--- config.mk ---
export PLATFORM = sky130hd
export DESIGN_NAME = liuhw_top
export DESIGN_NICKNAME = d
export VERILOG_FILES = /design/src/rtl/liuhw_pkg.sv /design/src/rtl/liuhw_sync_if.sv /design/src/rtl/liuhw_sync.sv /design/src/rtl/liuhw_top.sv
export SDC_FILE = /design/constraint.sdc
export NUM_CORES = 1
export LEC_CHECK = 0
export ABC_AREA = 1
export BUFFER_PORTS_ARGS = -buffer_cell sky130_fd_sc_hd__buf_2
export CELL_PAD_IN_SITES_DETAIL_PLACEMENT = 0
export CELL_PAD_IN_SITES_GLOBAL_PLACEMENT = 1
export CORE_UTILIZATION = 31
export CTS_CLUSTER_SIZE = 20
export DETAILED_ROUTE_END_ITERATION = 8
export PLACE_DENSITY_LB_ADDON = 0.1
export SLEW_MARGIN = 40
export SYNTH_ARGS = -nofsm -noshare
export SYNTH_HDL_FRONTEND = slang
export SYNTH_SLANG_ARGS = --single-unit
--- constraint.sdc ---
create_clock -name pclk -period 1.1 [get_ports pclk]
set_input_delay 0.275 -clock pclk [delete_from_list [all_inputs] [get_ports pclk]]
set_output_delay 0.275 -clock pclk [all_outputs]
set_load 0.01 [all_outputs]
--- src/rtl/liuhw_pkg.sv ---
/*
 * Constants and mode types for the hardware-mode pin decoder.
 * Assumes a 40 MHz pclk.
 */
`default_nettype none
package liuhw_pkg;
    // Clock and reset timing
    localparam int CLK_PERIOD_NS  = 25;
    localparam int RST_MIN_NS     = 100;
    // Longer than the minimum low time, so one more cycle than 100/25
    localparam int RST_MIN_CYC    = RST_MIN_NS / CLK_PERIOD_NS + 1;
    localparam int RST_CNT_W      = 3;

    // Register map
    localparam logic [11:0] ADDR_STATUS  = 12'h000;
    localparam logic [11:0] ADDR_CONTROL = 12'h004;
    localparam logic [11:0] ADDR_MUXDATA = 12'h008;
    localparam logic [31:0] CONTROL_RST  = 32'h0000_0000;

    // Status and control field positions
    localparam int ST_EQ     = 0;
    localparam int ST_RPD    = 1;
    localparam int ST_PATT   = 2;
    localparam int ST_JA     = 4;
    localparam int ST_THZ    = 6;
    localparam int ST_IFMODE = 8;
    localparam int ST_RESET  = 10;
    localparam int ST_PULSE  = 12;
    localparam int CTL_SOFT_RESET = 0;

    // Gain ranges in dB and jitter FIFO depths
    localparam int GAIN_SHORT_DB   = 10;
    localparam int GAIN_LONG_T1_DB = 36;
    localparam int GAIN_LONG_E1_DB = 43;
    localparam int JA_FIFO_SHORT   = 64;
    localparam int JA_FIFO_LONG    = 128;

    typedef enum logic [1:0] {
        IF_HARDWARE, IF_SERIAL, IF_MOTOROLA, IF_INTEL
    } liuhw_if_t;

    typedef enum logic [1:0] {
        TXP_NORMAL, TXP_ALL_ONES, TXP_PRBS, TXP_POWERDOWN
    } liuhw_txp_t;

    typedef enum logic [1:0] {
        JA_OFF, JA_RX_BROAD, JA_RX_NARROW, JA_TX_NARROW
    } liuhw_ja_t;
endpackage : liuhw_pkg
`default_nettype wire

--- src/rtl/liuhw_sync_if.sv ---
/*
 * Carrier between top and the pin synchroniser.
 * Assumes both sit on pclk.
 */
`default_nettype none
interface liuhw_sync_if;
    logic [13:0] raw;
    logic [13:0] synced;
    modport src  (output raw,    input synced);
    modport sync (input  raw,    output synced);
endinterface : liuhw_sync_if
`default_nettype wire

--- src/rtl/liuhw_sync.sv ---
/*
 * Two-flop synchroniser for the static strap pins.
 * Assumes inputs are asynchronous to pclk.
 */
`default_nettype none
module liuhw_sync (
    // Clock and reset
    input  wire logic  pclk,
    input  wire logic  presetn,
    // Pins
    liuhw_sync_if.sync sif
);
    logic [13:0] meta_ff;
    logic [13:0] sync_ff;
    logic [13:0] nxt_meta;
    logic [13:0] nxt_sync;

    always_comb begin
        nxt_meta = sif.raw;
        nxt_sync = meta_ff;
    end

    always_ff @(posedge pclk or negedge presetn) begin
        if (!presetn) begin
            meta_ff <= 14'h0000;
            sync_ff <= 14'h0000;
        end else begin
            meta_ff <= nxt_meta;
            sync_ff <= nxt_sync;
        end
    end

    assign sif.synced = sync_ff;
endmodule : liuhw_sync
`default_nettype wire

--- src/rtl/liuhw_top.sv ---
/*
 * Hardware-mode pin decoder of a single-channel line interface unit.
 * Assumes static pins asynchronous to pclk, an APB master on pclk,
 * and a pad ring that resolves the shared bus from its enable.
 */
`default_nettype none
module liuhw_top (
    // Clock and reset
    input  wire logic        pclk,
    input  wire logic        presetn,
    // APB slave
    input  wire logic        psel,
    input  wire logic        penable,
    input  wire logic        pwrite,
    input  wire logic [11:0] paddr,
    input  wire logic [31:0] pwdata,
    output logic      [31:0] prdata,
    output logic             pready,
    output logic             pslverr,
    // Configuration pins
    input  wire logic [1:0]  if_mode_select,
    input  wire logic        chip_reset_n,
    input  wire logic        line_gain_range_select,
    input  wire logic        rx_powerdown_pin,
    input  wire logic [1:0]  tx_test_sequence_select,
    input  wire logic [1:0]  jitter_filter_select,
    input  wire logic        tx_driver_float,
    input  wire logic [3:0]  line_template_select,
    // Shared address/data pins
    input  wire logic [7:0]  mux_bus_in,
    output logic      [7:0]  mux_bus_out,
    output logic             mux_bus_oe,
    // Decoded controls
    output logic             core_reset,
    output logic             eq_long_haul,
    output logic             rx_powerdown,
    output logic             tx_powerdown,
    output logic [1:0]       tx_pattern,
    output logic [1:0]       ja_mode,
    output logic             ja_in_tx_path,
    output logic             ja_fifo_deep,
    output logic             ja_narrow_bw,
    output logic             tx_driver_oe
);
    ////////////////////////////////////////////////////////////////////////
    // Pin synchroniser
    liuhw_sync_if sif ();
    logic [13:0] pins;

    assign sif.raw = {line_template_select, chip_reset_n, if_mode_select,
                      tx_driver_float, jitter_filter_select,
                      tx_test_sequence_select, rx_powerdown_pin,
                      line_gain_range_select};

    liuhw_sync u_sync (
        .pclk    (pclk),
        .presetn (presetn),
        .sif     (sif)
    );
    assign pins = sif.synced;

    logic             s_eq;
    logic             s_rpd;
    logic [1:0]       s_patt;
    logic [1:0]       s_ja;
    logic             s_thz;
    logic [1:0]       s_mode;
    logic             s_rstn;
    logic [3:0]       s_puls;
    assign s_eq   = pins[0];
    assign s_rpd  = pins[1];
    assign s_patt = pins[3:2];
    assign s_ja   = pins[5:4];
    assign s_thz  = pins[6];
    assign s_mode = pins[8:7];
    assign s_rstn = pins[9];
    assign s_puls = pins[13:10];

    function automatic logic is_hw(input logic [1:0] m);
        return m == liuhw_pkg::IF_HARDWARE;
    endfunction

    function automatic logic is_mux(input logic [1:0] m);
        return m == liuhw_pkg::IF_MOTOROLA || m == liuhw_pkg::IF_INTEL;
    endfunction

    ////////////////////////////////////////////////////////////////////////
    // Reset pin filter
    logic [2:0] rst_cnt_ff;
    logic [2:0] nxt_rst_cnt;
    logic       core_reset_ff;
    logic       nxt_core_reset;
    logic       soft_reset_ff;

    always_comb begin
        nxt_rst_cnt    = rst_cnt_ff;
        nxt_core_reset = core_reset_ff;
        if (s_rstn) begin
            nxt_rst_cnt    = 3'h0;
            nxt_core_reset = 1'b0;
        end else if (rst_cnt_ff < 3'(liuhw_pkg::RST_MIN_CYC)) begin
            nxt_rst_cnt = rst_cnt_ff + 3'h1;
        end else begin
            nxt_core_reset = 1'b1;
        end
    end

    always_ff @(posedge pclk or negedge presetn) begin
        if (!presetn) begin
            rst_cnt_ff    <= 3'h0;
            core_reset_ff <= 1'b1;
        end else begin
            rst_cnt_ff    <= nxt_rst_cnt;
            core_reset_ff <= nxt_core_reset;
        end
    end

    ////////////////////////////////////////////////////////////////////////
    // Decoded controls, tracking pins live
    logic       eq_ff, rpd_ff, txpd_ff, ja_tx_ff, ja_deep_ff, ja_nb_ff;
    logic       drv_oe_ff, rst_out_ff;
    logic [1:0] patt_ff, ja_ff;
    logic       nxt_eq, nxt_rpd, nxt_txpd, nxt_ja_tx, nxt_ja_deep, nxt_ja_nb;
    logic       nxt_drv_oe, nxt_rst_out;
    logic [1:0] nxt_patt, nxt_ja;

    always_comb begin
        nxt_eq      = 1'b0;
        nxt_rpd     = 1'b0;
        nxt_patt    = liuhw_pkg::TXP_NORMAL;
        nxt_txpd    = 1'b0;
        nxt_ja      = liuhw_pkg::JA_OFF;
        nxt_ja_tx   = 1'b0;
        nxt_ja_deep = 1'b0;
        nxt_ja_nb   = 1'b0;
        nxt_rst_out = core_reset_ff | soft_reset_ff;
        nxt_drv_oe  = ~s_thz;
        if (is_hw(s_mode)) begin
            nxt_eq  = s_eq;
            nxt_rpd = s_rpd;
            case (s_patt)
                liuhw_pkg::TXP_POWERDOWN: begin
                    nxt_patt = liuhw_pkg::TXP_NORMAL;
                    nxt_txpd = 1'b1;
                end
                default: begin
                    nxt_patt = s_patt;
                end
            endcase
            case (s_ja)
                liuhw_pkg::JA_OFF: begin
                    nxt_ja = liuhw_pkg::JA_OFF;
                end
                liuhw_pkg::JA_RX_BROAD: begin
                    nxt_ja = liuhw_pkg::JA_RX_BROAD;
                end
                liuhw_pkg::JA_RX_NARROW: begin
                    nxt_ja      = liuhw_pkg::JA_RX_NARROW;
                    nxt_ja_deep = 1'b1;
                    nxt_ja_nb   = 1'b1;
                end
                default: begin
                    nxt_ja      = liuhw_pkg::JA_TX_NARROW;
                    nxt_ja_tx   = 1'b1;
                    nxt_ja_deep = 1'b1;
                    nxt_ja_nb   = 1'b1;
                end
            endcase
        end
    end

    always_ff @(posedge pclk or negedge presetn) begin
        if (!presetn) begin
            eq_ff      <= 1'b0;
            rpd_ff     <= 1'b0;
            patt_ff    <= 2'h0;
            txpd_ff    <= 1'b0;
            ja_ff      <= 2'h0;
            ja_tx_ff   <= 1'b0;
            ja_deep_ff <= 1'b0;
            ja_nb_ff   <= 1'b0;
            drv_oe_ff  <= 1'b0;
            rst_out_ff <= 1'b1;
        end else begin
            eq_ff      <= nxt_eq;
            rpd_ff     <= nxt_rpd;
            patt_ff    <= nxt_patt;
            txpd_ff    <= nxt_txpd;
            ja_ff      <= nxt_ja;
            ja_tx_ff   <= nxt_ja_tx;
            ja_deep_ff <= nxt_ja_deep;
            ja_nb_ff   <= nxt_ja_nb;
            drv_oe_ff  <= nxt_drv_oe;
            rst_out_ff <= nxt_rst_out;
        end
    end

    drv_on_a: assert property (
        @(posedge pclk) disable iff (!presetn) !s_thz |=> tx_driver_oe)
        else $error("driver not enabled");
    drv_off_a: assert property (
        @(posedge pclk) disable iff (!presetn) s_thz |=> !tx_driver_oe)
        else $error("driver not floated");
    rx_pd_a: assert property (
        @(posedge pclk) disable iff (!presetn)
        is_hw(s_mode) && s_rpd |=> rx_powerdown)
        else $error("receiver powerdown missing");
    tx_pd_a: assert property (
        @(posedge pclk) disable iff (!presetn)
        is_hw(s_mode) && s_patt == 2'b11 |=> tx_powerdown)
        else $error("transmitter powerdown missing");
    ja_deep_a: assert property (
        @(posedge pclk) disable iff (!presetn)
        is_hw(s_mode) && s_ja[1] |=> ja_fifo_deep && ja_narrow_bw)
        else $error("jitter fifo depth wrong");
    gain_pin_a: assert property (
        @(posedge pclk) disable iff (!presetn)
        is_hw(s_mode) |=> eq_long_haul == $past(s_eq))
        else $error("gain range wrong");
    rst_clear_a: assert property (
        @(posedge pclk) disable iff (!presetn) s_rstn |=> !core_reset_ff)
        else $error("reset filter stuck");

    ////////////////////////////////////////////////////////////////////////
    // APB slave and shared bus
    logic [31:0] prdata_ff, nxt_prdata;
    logic        pslverr_ff, nxt_pslverr;
    logic        nxt_soft_reset;
    logic [7:0]  bus_out_ff, nxt_bus_out;
    logic        bus_oe_ff, nxt_bus_oe;
    logic        acc;

    assign acc = psel & penable;

    always_comb begin
        nxt_prdata     = prdata_ff;
        nxt_pslverr    = 1'b0;
        nxt_soft_reset = soft_reset_ff;
        nxt_bus_out    = bus_out_ff;
        nxt_bus_oe     = 1'b0;
        // Read data built in setup so it stands during the access cycle
        if (psel && !penable) begin
            nxt_prdata = 32'h0000_0000;
            case (paddr)
                liuhw_pkg::ADDR_STATUS: begin
                    nxt_prdata[liuhw_pkg::ST_EQ]          = s_eq;
                    nxt_prdata[liuhw_pkg::ST_RPD]         = s_rpd;
                    nxt_prdata[liuhw_pkg::ST_PATT+:2]     = s_patt;
                    nxt_prdata[liuhw_pkg::ST_JA+:2]       = s_ja;
                    nxt_prdata[liuhw_pkg::ST_THZ]         = s_thz;
                    nxt_prdata[liuhw_pkg::ST_IFMODE+:2]   = s_mode;
                    nxt_prdata[liuhw_pkg::ST_RESET]       = core_reset_ff;
                    nxt_prdata[liuhw_pkg::ST_PULSE+:4]    = s_puls;
                end
                liuhw_pkg::ADDR_CONTROL: begin
                    nxt_prdata[liuhw_pkg::CTL_SOFT_RESET] = soft_reset_ff;
                end
                liuhw_pkg::ADDR_MUXDATA: begin
                    nxt_prdata[7:0] = bus_out_ff;
                end
                default: begin
                    nxt_pslverr = 1'b1;
                end
            endcase
        end
        // Writes land at the access edge only
        if (acc) begin
            nxt_pslverr = pslverr_ff;
            if (pwrite && paddr == liuhw_pkg::ADDR_CONTROL) begin
                nxt_soft_reset = pwdata[liuhw_pkg::CTL_SOFT_RESET];
            end
            if (pwrite && paddr == liuhw_pkg::ADDR_MUXDATA) begin
                nxt_bus_out = pwdata[7:0];
            end
        end
        // drive shared bus only in muxed read
        if (is_mux(s_mode) && acc && !pwrite &&
            paddr == liuhw_pkg::ADDR_MUXDATA) begin
            nxt_bus_oe = 1'b1;
        end
    end

    always_ff @(posedge pclk or negedge presetn) begin
        if (!presetn) begin
            prdata_ff     <= 32'h0000_0000;
            pslverr_ff    <= 1'b0;
            soft_reset_ff <= 1'b0;
            bus_out_ff    <= 8'h00;
            bus_oe_ff     <= 1'b0;
        end else begin
            prdata_ff     <= nxt_prdata;
            pslverr_ff    <= nxt_pslverr;
            soft_reset_ff <= nxt_soft_reset;
            bus_out_ff    <= nxt_bus_out;
            bus_oe_ff     <= nxt_bus_oe;
        end
    end

    mux_oe_a: assert property (
        @(posedge pclk) disable iff (!presetn)
        mux_bus_oe |-> $past(acc && !pwrite))
        else $error("shared bus driven without read");

    // Single cycle answers: pready high throughout, data on the next edge
    assign pready        = 1'b1;
    assign prdata        = prdata_ff;
    assign pslverr       = pslverr_ff;
    assign mux_bus_out   = bus_out_ff;
    assign mux_bus_oe    = bus_oe_ff;
    assign core_reset    = rst_out_ff;
    assign eq_long_haul  = eq_ff;
    assign rx_powerdown  = rpd_ff;
    assign tx_powerdown  = txpd_ff;
    assign tx_pattern    = patt_ff;
    assign ja_mode       = ja_ff;
    assign ja_in_tx_path = ja_tx_ff;
    assign ja_fifo_deep  = ja_deep_ff;
    assign ja_narrow_bw  = ja_nb_ff;
    assign tx_driver_oe  = drv_oe_ff;
endmodule : liuhw_top
`default_nettype wire

==> metrics.yaml <==
timing:
  setup_viol: 33
  finalWorstSetupSlack_ns: -0.129
  finClkSkew_ns: 0.00610
  post-route-period-util_pct: 112
  post-route-min-period_ns: 1.23
  fmax_ghz: 0.814
  rsz0062_at_grt: "true"
  slew_viol_final: 0
  hold_viol_final: 0
  setup_tns_ns: -0.892
clock_tree:
  htree_levels: 3
  clock_latency_ns: 0.33
  cts_tree: "done"
  cts_buffers: 9
  clkSinkCount: 69
  cts.root.buffer_cell: "clkbuf_8"
  cts.path.max_buffers: 2
  path_clk_slew_ns: 0.07
pwr:
  power.total_mw: 5.72
  powerDensity_mw_per_mm2: 1540
  peakVddDrop_mv: 0.775
  leakage_nw: 2.05
finish:
  syn_to_final_growth_pct: 38.2
  nets: 441
  n_antenna_cell: 0
  nFillCells: 796
  multi_input_area_um2: 763
  utilization_pct: 44.8
  drive_gt1_share_pct: 43.0
  layout.area.seq_mm2: 0.00173
setup_path:
  worstPathArrival_ns: 0.95
  cp-start-kind: "flip-flop"
  reg2reg_from: "mux_bus_out[6]$_DFFE_PN0P_"
  crit_end: "core_reset"
  critPathMaxFanout: 1
  crit_start: "core_reset$_DFF_PN1_"
  cpLargestDelayFamily: "flip-flops"
  end_kind: "primary output"
  worstSetupPathType: "flip-flop to primary output"
  rr_worst_depth: 6
  path_buf_inv: 1
  path_depth: 1
  rrSetupSlack_ns: 0.08
  crit_required_ns: 0.82
  crit_chain: "buf_6"
  reg2reg_to: "prdata[6]$_DFFE_PN0P_"
  max_stage_delay_ns: 0.53
  cpMaxStageDelayCell: "dfstp_2"
die:
  die_w_um: 95.2
  die_h_um: 95.2
  start_util_pct: 32.4
  dieArea_mm2: 0.00906
  core_mm2: 0.00830
  pin_count: 126
  fp-row-count: 33
logic_synthesis:
  synthMuxAreaShare_pct: 0
  synth_top_area_cell: "dfrtp_1"
  synthXorXnorAreaFrac_pct: 0.325
  synth-warning-count: 0
  synth_compound_area_share_pct: 7.85
  postSynthAreaPerCell_um2: 10.8
  synthArstFlopShare_pct: 100
  yosysTopAreaCellShare_pct: 62.3
  synth_top_family_by_area: "simple AND/OR/NAND/NOR gates"
  synth-simple-area-share_pct: 16.1
  yosysMostFrequentCell: "dfrtp_1"
  ys_seq_area_share_pct: 64.2
  synth.distinct_cells: 27
  synth_edf_count: 0
  syn_inst: 250
  synth_top_flop_cell: "dfrtp_1"
  ys_ff_latch: 69
  synth_area_leaders: "dfrtp_1 (62%), nand2_1 (7.2%), buf_4 (5.3%)"
  synth_common_cells: "dfrtp_1 (67), nand2_1 (52), inv_1 (29)"
  synth_fa_ha_area_share_pct: 0.465
  syn-cell-area_mm2: 0.00269
global_routing:
  grt_pass1_wl_um: 8600
  grt_max_degree: 48
  grt_overflow: 0
  grt_pass1_vias: 1805
  antenna_found_initial: 0
  grt_use_total_pct: 13.4
placed_design:
  port_buffers: 75
  gp_congestion: 0.697
  dp_hpwl_um: 3910
routing:
  drtIter0Drc: 74
  drc: 0
  wirelength_um: 5460
  vias: 1908
  avgViaCountPerCell: 3.98
  first_pass_iters: 4
  wl_per_cell_um: 11.4
  drt.antenna.violating_nets: 0
outcome:
  status: "complete, but fails checks"
  violations: "negative setup slack"
flow_run:
  cap_violations: 0
min_path:
  hold_path_class: "input pin to flip-flop"
[per-stage QoR]
step                      setup WS [ns]  instance area (um^2)  hold WS (ns)  std cells
after CTS                        -0.163                  3680        0.0138        476
after detailed placement         -0.284                  3290         0.292        444
after global placement           -0.273                  3290         0.295        444
final                            -0.129                  3720        0.0410        479
after global routing             -0.181                  3720       0.00538        479
after floorplan                -0.00364                  2780       -0.0206        266
[report_power, final]
part | internal [mW] | switching (mW) | total [mW]
Combinational | 0.205 | 0.281 | 0.486
Sequential | 2.67 | 0.0575 | 2.73
Clock | 1.58 | 0.932 | 2.51
[worst register-to-register path: cells and delay by family (launching register included)]
kind	cells	cell delay, ns
AO/OA/AOI/OAI	1	0.07
buffers and inverters	2	0.26
flip-flops	1	0.38
AND/OR/NAND/NOR	3	0.20
[area by class of cell]
class / instances / share of cell area, %
clock buffers: 11 / 3.80
clock inverters: 5 / 2.86
inverters: 29 / 3.03
multi-input cells: 144 / 20.5
flip-flops and latches: 69 / 46.5
well taps: 105 / 3.53
repair buffers: 116 / 19.8
[flip-flops by register name, summed over array words and instances, names as in the netlist, 2 cells and up]
name	flops
tx_pattern	2
u_sync.sif.synced	14
prdata	15
rst_cnt_ff	3
mux_bus_out	8
u_sync.meta_ff	14
ja_mode	2
[routing by layer]
layer	GRT usage (%)	share of wire [%]	vias to the layer above
li1	-	-	979
met1	16.5	44	870
met2	21.1	49	54
met3	5.34	6.6	5
met4	4.92	0.88	0
met5	0	0	-
[cells by family (layout without fill, tap and decap cells)]
kind of cell,Yosys count,in the layout
AND/OR/NAND/NOR,95,95
flip-flops,69,69
buffers and inverters,53,161
AO/OA/AOI/OAI,29,29
other,2,18
adder cells (fa/ha/maj),1,1
XOR/XNOR,1,1
[placed cells by master, fill, tap and decap left out, drive strengths merged]
cell type    synthesis  routed
dlygate4sd3          0       1
inv                 29      29
bufinv               0       3
conb                 2      18
dfrtp               67      67
nor2                19      19
nand2               55      55
o21ai               20      20
ha                   1       1
clkbuf               2      11
nand3               16      16
nor4                 1       1
dfstp                2       2
clkinvlp             0       2
a21oi                5       5
xnor2                1       1
o31ai                4       4
nor3                 4       4
buf                 22     115
[how the worst min path moves through the flow]
stage,from,end,depth (start not counted)
after floorplan,presetn,eq_long_haul$_DFF_PN0_,0
after global placement,presetn,ja_narrow_bw$_DFF_PN0_,2
after detailed placement,presetn,ja_narrow_bw$_DFF_PN0_,2
after CTS,rx_powerdown_pin,u_sync.meta_ff[1]$_DFF_PN0_,1
after global routing,line_template_select[2],u_sync.meta_ff[12]$_DFF_PN0_,1
final,rx_powerdown_pin,u_sync.meta_ff[1]$_DFF_PN0_,1
[timing repair]
item / 4_1_cts / 5_1_grt
resized for setup: 2 / 5
pin swaps: 0 / 0
setup buffers: 15 / 3
setup endpoints to repair: 37 / 45
endpoints found under the hold margin: 67 / 0
hold buffers: 1 / 0
No activity file was read; power rests on OpenSTA's default activity.
